**src/include/sadc_pkg.sv**
```systemverilog
/*
 package for the converter control sequencer: register offsets, fields,
 reset values, timing constants and carrier structs.
 assumes a classic wishbone slave with 32-bit data, one register a word.
*/
package sadc_pkg;
	// register indices (printed offsets), byte address is four times these
	localparam logic [11:0] IDX_PIN_LOW   = 12'hF48;
	localparam logic [11:0] IDX_PIN_HIGH  = 12'hF49;
	localparam logic [11:0] IDX_CONFIG    = 12'hFC1;
	localparam logic [11:0] IDX_CONTROL   = 12'hFC2;
	localparam logic [11:0] IDX_RESULT_HI = 12'hFC4;
	localparam logic [11:0] IDX_RESULT_LO = 12'hFC3;
	localparam logic [11:0] IDX_STATUS    = 12'hFC5;

	localparam logic [7:0] RST_REG = 8'h00;

	// control fields
	localparam int CTL_NEG_REF = 7;
	localparam int CTL_POS_REF = 6;
	localparam int CTL_CH_HI   = 5;
	localparam int CTL_CH_LO   = 2;
	localparam int CTL_BUSY    = 1;
	localparam int CTL_ENABLE  = 0;
	// config fields
	localparam int CFG_FORMAT  = 7;
	localparam int CFG_CAL     = 6;
	localparam int CFG_ACQ_HI  = 5;
	localparam int CFG_ACQ_LO  = 3;
	localparam int CFG_CLK_HI  = 2;
	localparam int CFG_CLK_LO  = 0;
	// high pin config fields
	localparam int PH_BANDGAP  = 7;
	localparam logic [7:0] PH_WRITE_MASK = 8'h9F;

	localparam logic [3:0] CH_RESERVED = 4'hD;
	localparam logic [3:0] CH_CORE     = 4'hE;
	localparam logic [3:0] CH_BANDGAP  = 4'hF;
	localparam logic [2:0] CLK_RC      = 3'h3;

	localparam int RES_BITS    = 10;
	localparam int CONV_PERIODS = 11;
	localparam logic [5:0] PAD_ZERO = 6'h00;

	// instruction cycle delay before the rc clock starts
	localparam int TCY_NS      = 20;
	localparam int CLK_NS      = 5;
	localparam int TCY_CYCLES  = (TCY_NS + CLK_NS - 1) / CLK_NS;
	localparam int RC_HALF     = 8;

	typedef enum logic [3:0] {
		SADC_IDLE = 4'b0001,
		SADC_WAIT = 4'b0010,
		SADC_ACQ  = 4'b0100,
		SADC_CONV = 4'b1000
	} sadc_state_t;

	typedef struct packed {
		logic [3:0] channel_select;
		logic       neg_ref_select;
		logic       pos_ref_select;
		logic       sample_hold;
		logic       calibrate;
		logic       bandgap_enable;
		logic       converter_enable;
		logic [9:0] dac_code;
	} sadc_analog_t;
endpackage

```
**src/core/sadc_top.sv**
```systemverilog
/*
 converter control sequencer for a 10-bit successive approximation
 converter: registers, clock divider, acquisition and conversion sequencing.
 assumes a classic wishbone master, a front end whose comparator decision
 follows dac_code within one clock, and asynchronous pin levels.
*/
// Local design decision: the Wishbone slave port.
// Functional notes
// - four-bit channel code picks inputs 0-12, core supply or band gap
// - negative reference is external pin when select is one, else ground
// - positive reference is external pin when select is one, else supply
// - busy bit reads one during a conversion and zero when idle
// - enable bit turns the converter on and off
// - format bit one gives right justified result, zero left
// - calibration request makes next conversion a calibration
// - acquisition code gives 0,2,4,6,8,12,16,20 conversion periods
// - clock select picks oscillator divisors or the internal rc clock
// - rc clock starts one instruction cycle after the start
// - pin config one makes pin digital, zero analog with input zero
// - all pin config bits reset to zero, analog mode
// - band gap powered while its enable bit or another module asks
// - reserved bit kept zero by software, unimplemented bit reads zero
// - at conversion end result stored, busy cleared, done flag set
// - reset restores registers, turns converter off, aborts conversion
// - result registers untouched by reset
// - conversion continues in sleep only on the rc clock
// - result built by successive approximation on held sample
// - unimplemented channel returns arbitrary value without error
// - result is an unsigned ten-bit value
// - one conversion takes eleven conversion clock periods
// - nonzero acquisition code samples first, zero converts at once
// - after a conversion sampling of the selected channel resumes
`timescale 1ns/1ps
`default_nettype none
module sadc_top
	import sadc_pkg::*;
#(
	parameter int RC_DIV = RC_HALF
) (
	input  wire logic                 mclk,
	input  wire logic                 resetn,
	input  wire logic                 wb_cyc_i,
	input  wire logic                 wb_stb_i,
	input  wire logic                 wb_we_i,
	input  wire logic [13:0]          wb_adr_i,
	input  wire logic [31:0]          wb_dat_i,
	input  wire logic [3:0]           wb_sel_i,
	output logic      [31:0]          wb_dat_o,
	output logic                      wb_ack_o,
	input  wire logic                 comparator_in,
	input  wire logic [12:0]          pin_level_in,
	input  wire logic                 bandgap_request_in,
	input  wire logic                 sleep_in,
	output sadc_pkg::sadc_analog_t    analog_out,
	output logic                      bandgap_power,
	output logic [12:0]               pin_digital_select,
	output logic [12:0]               pin_digital_in,
	output logic                      conversion_done_flag
);
	import sadc_pkg::*;

	if (RC_DIV < 1 || RC_DIV > 127) begin : g_rc_div_check
		$error("RC_DIV out of range");
	end

	function automatic logic [4:0] acq_periods(input logic [2:0] code);
		case (code)
			3'h0: acq_periods = 5'd0;
			3'h1: acq_periods = 5'd2;
			3'h2: acq_periods = 5'd4;
			3'h3: acq_periods = 5'd6;
			3'h4: acq_periods = 5'd8;
			3'h5: acq_periods = 5'd12;
			3'h6: acq_periods = 5'd16;
			default: acq_periods = 5'd20;
		endcase
	endfunction

	function automatic logic [6:0] half_div(input logic [2:0] code);
		case (code)
			3'h0: half_div = 7'd1;
			3'h1: half_div = 7'd4;
			3'h2: half_div = 7'd16;
			3'h4: half_div = 7'd2;
			3'h5: half_div = 7'd8;
			3'h6: half_div = 7'd32;
			default: half_div = 7'(RC_DIV);
		endcase
	endfunction

	logic [7:0]  control;
	logic [7:0]  config_reg;
	logic [7:0]  pin_low;
	logic [7:0]  pin_high;
	logic [15:0] result;
	sadc_state_t state;
	logic [6:0]  div_cnt;
	logic [4:0]  per_cnt;
	logic [3:0]  bit_idx;
	logic [9:0]  sar;
	logic [7:0]  tcy_cnt;
	logic        cal_active;
	logic        half_ph;
	logic [12:0] pin_s1, pin_s2;
	logic        bg_s1, bg_s2;
	logic        slp_s1, slp_s2;

	// bus decode
	wire         bus_req   = wb_cyc_i && wb_stb_i && !wb_ack_o;
	wire [11:0]  bus_idx   = wb_adr_i[13:2];
	wire         wr_lane   = bus_req && wb_we_i && wb_sel_i[0];
	wire         wr_ctl    = wr_lane && bus_idx == IDX_CONTROL;
	wire         wr_cfg    = wr_lane && bus_idx == IDX_CONFIG;
	wire         wr_plo    = wr_lane && bus_idx == IDX_PIN_LOW;
	wire         wr_phi    = wr_lane && bus_idx == IDX_PIN_HIGH;
	wire         enabled   = control[CTL_ENABLE];
	wire [2:0]   clk_sel   = config_reg[CFG_CLK_HI:CFG_CLK_LO];
	wire [2:0]   acq_code  = config_reg[CFG_ACQ_HI:CFG_ACQ_LO];
	wire         start_req = wr_ctl && wb_dat_i[CTL_BUSY] && wb_dat_i[CTL_ENABLE];
	wire         en_next   = wr_ctl ? wb_dat_i[CTL_ENABLE] : enabled;
	// two half periods of the divider make one conversion clock period
	wire         half_end  = div_cnt == 7'd0;
	wire         tick      = half_end && half_ph;
	// sleep halts the oscillator clocks, the rc clock keeps running
	wire         run_ok    = !slp_s2 || clk_sel == CLK_RC;
	wire         busy      = state != SADC_IDLE;
	// divider held while idle and through the rc start delay
	wire         clk_hold  = !busy || state == SADC_WAIT;
	wire         conv_end  = state == SADC_CONV && tick && run_ok
	                         && per_cnt == 5'(CONV_PERIODS - 1);
	// trial bit for the current approximation step
	wire [9:0]   trial     = sar | (10'h200 >> bit_idx);
	// comparator decision is latched on this clock, no synchroniser
	wire [9:0]   final_val = (bit_idx < 4'(RES_BITS) && comparator_in)
	                         ? trial : sar;
	wire [15:0]  packed_res = config_reg[CFG_FORMAT]
	                         ? {PAD_ZERO, final_val}
	                         : {final_val, PAD_ZERO};
	wire [7:0]   ctl_view  = {control[7:2], busy && enabled, control[0]};
	wire [7:0]   phi_view  = pin_high & PH_WRITE_MASK;

	logic [7:0] rd_byte;
	always_comb begin
		case (bus_idx)
			IDX_CONTROL:   rd_byte = ctl_view;
			IDX_CONFIG:    rd_byte = config_reg;
			IDX_PIN_LOW:   rd_byte = pin_low;
			IDX_PIN_HIGH:  rd_byte = phi_view;
			IDX_RESULT_HI: rd_byte = result[15:8];
			IDX_RESULT_LO: rd_byte = result[7:0];
			IDX_STATUS:    rd_byte = {7'h00, conversion_done_flag};
			default:       rd_byte = 8'h00;
		endcase
	end

	// synchronisers
	always_ff @(posedge mclk) begin
		pin_s1 <= pin_level_in;
		pin_s2 <= pin_s1;
		bg_s1  <= bandgap_request_in;
		bg_s2  <= bg_s1;
		slp_s1 <= sleep_in;
		slp_s2 <= slp_s1;
	end

	// bus answer
	always_ff @(posedge mclk) begin
		if (!resetn) begin
			wb_ack_o <= 1'b0;
			wb_dat_o <= 32'h0000_0000;
		end else begin
			wb_ack_o <= bus_req;
			wb_dat_o <= {24'h000000, rd_byte};
		end
	end

	// registers
	always_ff @(posedge mclk) begin
		if (!resetn) begin
			control    <= RST_REG;
			config_reg <= RST_REG;
			pin_low    <= RST_REG;
			pin_high   <= RST_REG;
		end else begin
			if (wr_ctl)
				control <= {wb_dat_i[7:2], 1'b0, wb_dat_i[0]};
			if (wr_cfg)
				config_reg <= wb_dat_i[7:0];
			else if (conv_end && cal_active)
				config_reg[CFG_CAL] <= 1'b0;
			if (wr_plo)
				pin_low <= wb_dat_i[7:0];
			if (wr_phi)
				pin_high <= wb_dat_i[7:0] & PH_WRITE_MASK;
		end
	end

	// result pair keeps its value across reset
	always_ff @(posedge mclk) begin
		if (resetn && conv_end)
			result <= packed_res;
	end

	// done flag, set wins over clear
	always_ff @(posedge mclk) begin
		if (!resetn)
			conversion_done_flag <= 1'b0;
		else if (conv_end)
			conversion_done_flag <= 1'b1;
		else if (wr_lane && bus_idx == IDX_STATUS && !wb_dat_i[0])
			conversion_done_flag <= 1'b0;
	end

	// sequencer
	always_ff @(posedge mclk) begin
		if (!resetn || !en_next) begin
			state      <= SADC_IDLE;
			div_cnt    <= 7'd0;
			half_ph    <= 1'b0;
			per_cnt    <= 5'd0;
			bit_idx    <= 4'd0;
			sar        <= 10'h000;
			tcy_cnt    <= 8'd0;
			cal_active <= 1'b0;
		end else begin
			div_cnt <= (half_end || clk_hold)
			           ? half_div(clk_sel) - 7'd1 : div_cnt - 7'd1;
			half_ph <= clk_hold ? 1'b0 : half_ph ^ half_end;
			case (state)
				SADC_IDLE: begin
					if (start_req) begin
						cal_active <= config_reg[CFG_CAL];
						per_cnt    <= 5'd0;
						sar        <= 10'h000;
						bit_idx    <= 4'd0;
						tcy_cnt    <= 8'(TCY_CYCLES);
						if (clk_sel == CLK_RC)
							state <= SADC_WAIT;
						else if (acq_periods(acq_code) != 5'd0)
							state <= SADC_ACQ;
						else
							state <= SADC_CONV;
					end
				end
				SADC_WAIT: begin
					tcy_cnt <= tcy_cnt - 8'd1;
					if (tcy_cnt == 8'd1)
						state <= (acq_periods(acq_code) != 5'd0)
						         ? SADC_ACQ : SADC_CONV;
				end
				SADC_ACQ: begin
					if (tick && run_ok) begin
						if (per_cnt == acq_periods(acq_code) - 5'd1) begin
							per_cnt <= 5'd0;
							state   <= SADC_CONV;
						end else
							per_cnt <= per_cnt + 5'd1;
					end
				end
				SADC_CONV: begin
					if (tick && run_ok) begin
						// first period holds, ten periods decide a bit each
						if (per_cnt != 5'd0 && bit_idx < 4'(RES_BITS)) begin
							sar     <= comparator_in ? trial : sar;
							bit_idx <= bit_idx + 4'd1;
						end
						if (conv_end)
							state <= SADC_IDLE;
						else
							per_cnt <= per_cnt + 5'd1;
					end
				end
				default: state <= SADC_IDLE;
			endcase
		end
	end

	// outputs to the analog front end, all registered
	always_ff @(posedge mclk) begin
		if (!resetn) begin
			analog_out         <= '0;
			bandgap_power      <= 1'b0;
			pin_digital_select <= 13'h0000;
			pin_digital_in     <= 13'h0000;
		end else begin
			// reserved and unimplemented codes pass through, value arbitrary
			analog_out.channel_select   <= control[CTL_CH_HI:CTL_CH_LO];
			analog_out.neg_ref_select   <= control[CTL_NEG_REF];
			analog_out.pos_ref_select   <= control[CTL_POS_REF];
			analog_out.sample_hold      <= state == SADC_CONV;
			analog_out.calibrate        <= cal_active && busy;
			analog_out.bandgap_enable   <= pin_high[PH_BANDGAP];
			analog_out.converter_enable <= enabled;
			analog_out.dac_code         <= trial;
			bandgap_power      <= pin_high[PH_BANDGAP] || bg_s2;
			pin_digital_select <= {pin_high[4:0], pin_low};
			pin_digital_in     <= {pin_high[4:0], pin_low} & pin_s2;
		end
	end

	// assertions
	busy_clear_a: assert property (@(posedge mclk) disable iff (!resetn)
		conv_end |=> !busy && conversion_done_flag)
		else $error("busy not cleared at conversion end");
	conv_length_a: assert property (@(posedge mclk) disable iff (!resetn)
		conv_end |-> per_cnt == 5'(CONV_PERIODS - 1))
		else $error("conversion length wrong");
	zero_acq_a: assert property (@(posedge mclk) disable iff (!resetn)
		state == SADC_IDLE && start_req && clk_sel != CLK_RC
		&& acq_code == 3'h0 |=> state == SADC_CONV)
		else $error("zero acquisition did not convert at once");
	rc_wait_a: assert property (@(posedge mclk) disable iff (!resetn)
		state == SADC_IDLE && start_req && clk_sel == CLK_RC
		|=> state == SADC_WAIT)
		else $error("rc clock started without wait");
	disable_idle_a: assert property (@(posedge mclk) disable iff (!resetn)
		!enabled |-> state == SADC_IDLE)
		else $error("disabled converter not idle");
	right_just_a: assert property (@(posedge mclk) disable iff (!resetn)
		conv_end && config_reg[CFG_FORMAT] |=> result[15:10] == PAD_ZERO)
		else $error("right justified upper bits not zero");
	left_just_a: assert property (@(posedge mclk) disable iff (!resetn)
		conv_end && !config_reg[CFG_FORMAT] |=> result[5:0] == PAD_ZERO)
		else $error("left justified lower bits not zero");
	digital_in_a: assert property (@(posedge mclk) disable iff (!resetn)
		##1 (pin_digital_in & ~pin_digital_select) == 13'h0000)
		else $error("analog pin reads nonzero");
	bandgap_on_a: assert property (@(posedge mclk) disable iff (!resetn)
		pin_high[PH_BANDGAP] |=> bandgap_power)
		else $error("band gap not powered");
	reserved_rd_a: assert property (@(posedge mclk) disable iff (!resetn)
		phi_view[6:5] == 2'b00)
		else $error("reserved bits read nonzero");
	status_view_a: assert property (@(posedge mclk) disable iff (!resetn)
		ctl_view[CTL_BUSY] == (busy && enabled))
		else $error("status bit mismatch");
	channel_out_a: assert property (@(posedge mclk) disable iff (!resetn)
		##1 analog_out.channel_select == $past(control[5:2]))
		else $error("channel not routed");
	rc_wait_len_a: assert property (@(posedge mclk) disable iff (!resetn)
		$rose(state == SADC_WAIT) |-> (state == SADC_WAIT || !enabled) [*4])
		else $error("rc start delay wrong");
	result_load_a: assert property (@(posedge mclk) disable iff (!resetn)
		conv_end |=> result == $past(packed_res))
		else $error("result not stored at conversion end");
	bandgap_off_a: assert property (@(posedge mclk) disable iff (!resetn)
		!pin_high[PH_BANDGAP] && !bg_s2 |=> !bandgap_power)
		else $error("band gap powered without request");
	pin_reset_a: assert property (@(posedge mclk)
		!resetn |=> pin_low == RST_REG && pin_high == RST_REG)
		else $error("pin config not analog after reset");
	abort_reset_a: assert property (@(posedge mclk)
		!resetn |=> state == SADC_IDLE && !wb_ack_o && !conversion_done_flag)
		else $error("reset did not abort");
	sleep_halt_a: assert property (@(posedge mclk) disable iff (!resetn)
		state == SADC_CONV && !run_ok && en_next
		|=> $stable(per_cnt) && $stable(sar))
		else $error("conversion ran in sleep");
	calib_out_a: assert property (@(posedge mclk) disable iff (!resetn)
		cal_active && busy |=> analog_out.calibrate)
		else $error("calibration not signalled");
	hold_out_a: assert property (@(posedge mclk) disable iff (!resetn)
		##1 analog_out.sample_hold == $past(state == SADC_CONV))
		else $error("sample hold wrong");
	refs_out_a: assert property (@(posedge mclk) disable iff (!resetn)
		##1 {analog_out.neg_ref_select, analog_out.pos_ref_select}
		== $past(control[CTL_NEG_REF:CTL_POS_REF]))
		else $error("reference select not routed");
	acq_start_a: assert property (@(posedge mclk) disable iff (!resetn)
		state == SADC_IDLE && start_req && clk_sel != CLK_RC
		&& acq_code != 3'h0 |=> state == SADC_ACQ)
		else $error("acquisition not started");
	bit_count_a: assert property (@(posedge mclk) disable iff (!resetn)
		conv_end |-> bit_idx == 4'(RES_BITS - 1))
		else $error("wrong number of bit decisions");
	sar_step_a: assert property (@(posedge mclk) disable iff (!resetn)
		state == SADC_CONV && tick && run_ok && per_cnt != 5'd0 && en_next
		|=> bit_idx == $past(bit_idx) + 4'd1)
		else $error("approximation step skipped");
endmodule
`default_nettype wire

```
**config.mk**
```make
export PLATFORM = sky130hd
export DESIGN_NAME = sadc_top
export DESIGN_NICKNAME = d
export VERILOG_FILES = /design/src/include/sadc_pkg.sv /design/src/core/sadc_top.sv
export SDC_FILE = /design/constraint.sdc
export NUM_CORES = 1
export LEC_CHECK = 0
export ABC_AREA = 0
export BUFFER_PORTS_ARGS = -buffer_cell sky130_fd_sc_hd__buf_2
export CAP_MARGIN = 20
export CORE_MARGIN = 2
export CORE_UTILIZATION = 45
export CTS_BUF_LIST = sky130_fd_sc_hd__clkbuf_8
export CTS_CLUSTER_SIZE = 25
export DETAILED_ROUTE_END_ITERATION = 8
export HOLD_SLACK_MARGIN = 0.06
export PLACE_DENSITY = 0.77
export SLEW_MARGIN = 20
export SYNTH_ARGS = -nofsm -noshare
export SYNTH_HDL_FRONTEND = slang
export SYNTH_SLANG_ARGS = --single-unit
```
**constraint.sdc**
```tcl
create_clock -name mclk -period 3.3 [get_ports mclk]
set_clock_uncertainty 0.2 [all_clocks]
set_input_delay 0.66 -clock mclk [delete_from_list [all_inputs] [get_ports mclk]]
set_output_delay 0.66 -clock mclk [all_outputs]
set_load 0.02 [all_outputs]
```
Word-level counts from Yosys, hierarchy flattened
Cells that the tools add are included.

storage, ports and cells
  output and inout bits = 81
  word-level logic and storage cells = 184
  input port bits = 71
  register bits after elaboration = 196

operators by class
  order comparisons = 1
  bitwise gates (word level) = 3
  $add $sub $neg = 6
  shifts and indexed selects = 1
  multiplexer cells = 49
  equal/unequal tests = 35
  reductions and logical operators = 52

operator list
  cell                                                  number
  equality test 12 bit (second input constant)          7
  two-way mux 5 bit                                     15
  two-way mux 10 bit                                    6
  one-hot mux 8 bit (7 select lines)                    1
  two-way mux 4 bit                                     12
  one-hot mux 5 bit (7 select lines)                    1
  one-hot mux 6 bit (5 select lines)                    1
  logical AND 1 bit                                     23
  one-hot mux 10 bit (2 select lines)                   1
  != test 2 bit (second input constant)                 8
  one-hot mux 4 bit (4 select lines)                    1
  one-hot mux 8 bit (2 select lines)                    1
  equality test 3 bit (second input constant)           5
  one-hot mux 5 bit (3 select lines)                    1
  nonzero test 5 bit                                    3
  two-way mux 7 bit                                     2
  subtractor 7 x 1 -> 7 bit (second input constant)     2
  bitwise AND 13 bit                                    1
  equality test 3 x 2 -> 1 bit (second input constant)  4
  bitwise OR 10 bit                                     1
  AND reduction 5 bit                                   2
  right shift 10 x 4 -> 10 bit (first input constant)   1
  equality test 8 x 1 -> 1 bit (second input constant)  1
  two-way mux 8 bit                                     1
  27 further kinds                                      46

Logic depth before layout (Yosys ltp)
  depth after elaboration = 15
  mapped depth = 10

Worst setup path after synthesis
OpenSTA, ideal clock, no wires.

  path type = reg-to-reg
  from = reg div_cnt[3]
  to = reg result[0] (enable)
  cell stages (with the launch flop) = 8
  slack = 233 ps
  path buffers = 0
  arrival time = 2,478 ps
  cell sequence = dfxtp_1 or4_1 nor4_2 ha_1 inv_1 a21oi_1 nand3_1 nor2_1

between the ends
  longest elaborated chain between the ends = 6

RTL lines
  item                             line             text
  from (decl)                      sadc_top.sv:97   logic [6:0] div_cnt;
  from (signal assigned)           sadc_top.sv:226  div_cnt <= (half_end || clk_hold)
  zero test 7 bit                  sadc_top.sv:122  wire half_end = div_cnt == 7'd0;
  logical AND 1 bit                sadc_top.sv:123  wire tick = half_end && half_ph;
  logical AND 1 bit (2 in series)  sadc_top.sv:129  wire conv_end = state == SADC_CONV && tick && run_ok
  logical AND 1 bit                sadc_top.sv:130  && per_cnt == 5'(CONV_PERIODS - 1);
  logical AND 1 bit                sadc_top.sv:200  if (resetn && conv_end)
  to (signal assigned)             sadc_top.sv:201  result <= packed_res;
  to (decl)                        sadc_top.sv:95   logic [15:0] result;

Every way passes these cells.
A chain may end at the register's enable or synchronous reset.

Worst setup path after layout
  from = reg div_cnt[3]
  to = reg per_cnt[4]

between the ends
  longest elaborated chain between the ends = 7
  elaborated cells between the ends (all ways) = 10
  classes of those cells = eq/ne: 3; reduce/logical: 7

RTL lines
  item                             line             text
  zero test 7 bit *                sadc_top.sv:122
  logical AND 1 bit *              sadc_top.sv:123
  logical AND 1 bit (2 in series)  sadc_top.sv:129
  logical AND 1 bit                sadc_top.sv:130
  != test 2 bit (no line)          -
  AND reduction 5 bit (no line) *  -
  to (signal assigned)             sadc_top.sv:257  per_cnt <= per_cnt + 5'd1;
  to (signal assigned)             sadc_top.sv:270  per_cnt <= per_cnt + 5'd1;
  to (decl)                        sadc_top.sv:98   logic [4:0] per_cnt;

Every way passes the cells marked *; elsewhere a longest branch is shown, timed or not.

==> reports/results.ini <==
[status]
status=finished, final reports clean

[finish]
reg_top3=analog_out: 20 flops, result: 16 flops
final_cells=1010
final_nets=897
largest_reg_flops=20
regMostFlops=analog_out
final_area_sq_um=7850
final_cell_mix=dfxtp_1 (156), buf_2 (98), nor2_1 (74)
area_delta_synth_final_pct=16.4
drive_gt1_frac=0.204
final_common_cell=dfxtp_1

[place]
io_buffer_count=98
hpwl_um=10800
place_area_sq_um=7390
place_congestion=0.879
post-place-cells=976

[critical_path]
crit_required_ps=3480
path_common_cell=or4_1
worst_path_max_delay_cell=or4_1
cp-end-kind=register
critPathLaunchType=register
path_class=register to register
cp.arrival_ps=3250
cp_cell_sequence=or4_1, nor4_4, ha_1, inv_1, a21o_1, a211oi_2, nor2_2, or4_1, a31oi_1
crit_fanout=7
slowest_delay_ps=610

[global_routing]
antenna_found_initial=2
grt_remaining_overflow=0
track_usage=0.192
first_global_vias=4842
grt_pass1_wl_um=24200
grt_max_degree=39

[routing]
drt-total-wl_um=15300
dr_wl_met3_um=1260
routed_via_density=5.35
first_iter_violations=510
num_vias=5400
antenna_left=0
wl_met1_um=6850
top_layer_used=met4
drc=0
dr.pass1.iters=6
route.met2.wl_um=6910
avgRoutedWirePerCell_um=15.2

[clock_network]
cts_max_level=4
cts.sinks=172
cts_buffers=17
cts_root_buffer=clkbuf_8
cts_tree=yes
clockBufferDepth=2
clk_pin_slew_ps=90
worst_skew_pair.late_latency_ps=460
cts_setup_buffers=0

[synthesis]
yosys-top-cells-area=dfxtp_1 (46%), edfxtp_1 (7.1%), a21oi_1 (4.8%)
synth-seq-cells=172
synth_area_leader_cell=dfxtp_1
netlist.area_leader.share=0.463
yosysUniqueCellTypes=68
synth_area_sq_um=6740
synth_ff_type=dfxtp_1
synth_edf_count=16
syn_area_per_cell_sq_um=9.54
ys.warnings.count=0
ys_async_sr_fraction=0
synth_cells=707
ys_seq_area_frac=0.534

[run]
drv_cap=0

[floorplan]
pin_count=152
dieArea_sq_um=16000
die_w_um=126
die_h_um=126
initial_core_util=0.462
placementRows=44
core_sq_um=14600

[sta]
tightest_slew_ps=795
drv_slew=0
setup_viol=0
fmax_mhz=326
timing.setup.tns_ps=0
final_hold_viol_count=0
slew_headroom=0.462
grt_setup_unrepaired=no
fin_crit_sh=0.929
fin_crit_ps=3070

[hold_path]
hp-class=primary input to register

[power]
p_leak_nw=3.16
power_density_nw_per_um2=492
vdd_drop_max_mv=0.320

## critical path: cells and delay by family (launching register included)
| family | cells | cell delay [ps] |
|---|---|---|
| simple gates | 4 | 1530 |
| fa+ha+maj | 1 | 220 |
| flops | 1 | 340 |
| buf+inv | 1 | 50 |
| compound gates | 3 | 650 |
## routing by layer
layer,up-vias,GRT usage
met5,-,0
met4,0,0.0750
met3,23,0.0620
met2,216,0.289
met1,2508,0.256
li1,2653,-
## where the power goes
group | internal [mW] | switching [mW] | leakage (nW)
logic | 0.0308 | 0.0769 | 1.52
registers | 2.12 | 0.00477 | 1.42
clock network | 0.872 | 0.758 | 0.226
total | 3.02 | 0.839 | 3.16
## what timing repair did
action | 4_1_cts | 5_1_grt
gates resized for setup | 0 | 1
hold endpoints to repair | 0 | 0
setup endpoints to repair | 0 | 1
hold buffers | 0 | 0
## area by class of cell
| cell class | instances | area [sq um] |
|---|---|---|
| sequential | 172 | 3600 |
| fill | 1271 | 6740 |
| multi-input combinational | 486 | 2870 |
| antenna | 2 | 5.00 |
| timing repair buffer | 115 | 618 |
| clock inverter | 13 | 188 |
| tap | 184 | 230 |
| inverter | 19 | 71.3 |
| clock buffer | 19 | 262 |
## per-stage QoR
step	setup slack [ps]	utilization	total power, mW	hold WS [ps]
after global routing	77.0	0.538	3.99	60.1
after detailed placement	208	0.506	2.28	112
after global placement	261	0.506	2.28	111
final	234	0.538	3.86	96.1
after CTS	172	0.537	3.89	67.3
after floorplan	233	-	2.26	110
## cell usage after synthesis, types with 6 or more instances
library cell  count
nand2_1          55
edfxtp_1         16
or2_2             7
nor3b_1           6
nand3_1          34
nor3_1           10
nor2_1           74
ha_1             15
xnor2_1           7
o21ai_0           9
nand2b_1          9
dfxtp_1         156
and3_1           22
clkbuf_1         25
and2_1           19
a22oi_1          17
a21oi_1          64
buf_4            25
nor4_1            6
mux2i_1           8
inv_1            19
nor2b_1          12
a31oi_1          18
## path summary, 6_finish.rpt
kind | startpoint | end | slack (ps) | cells after the start
min reg2reg | pin_s1[5] | pin_s2[5] | 130 | 0
min | pin_level_in[6] | pin_s1[6] | 100 | 1
max reg2reg | div_cnt[3] | per_cnt[4] | 230 | 9
max | div_cnt[3] | per_cnt[4] | 230 | 9
## cells by family (layout without fill, tap and decap cells)
kind of cell	Yosys count	in the layout	share of synthesized area
flops	172	172	0.534
buf+inv	72	166	0.0557
mux	9	9	0.0135
xor+xnor	11	11	0.0143
simple gates	287	287	0.224
fa+ha+maj	15	15	0.0278
compound gates	140	140	0.130
other cells	1	26	0.000556
(Power assumes the default switching activity.)
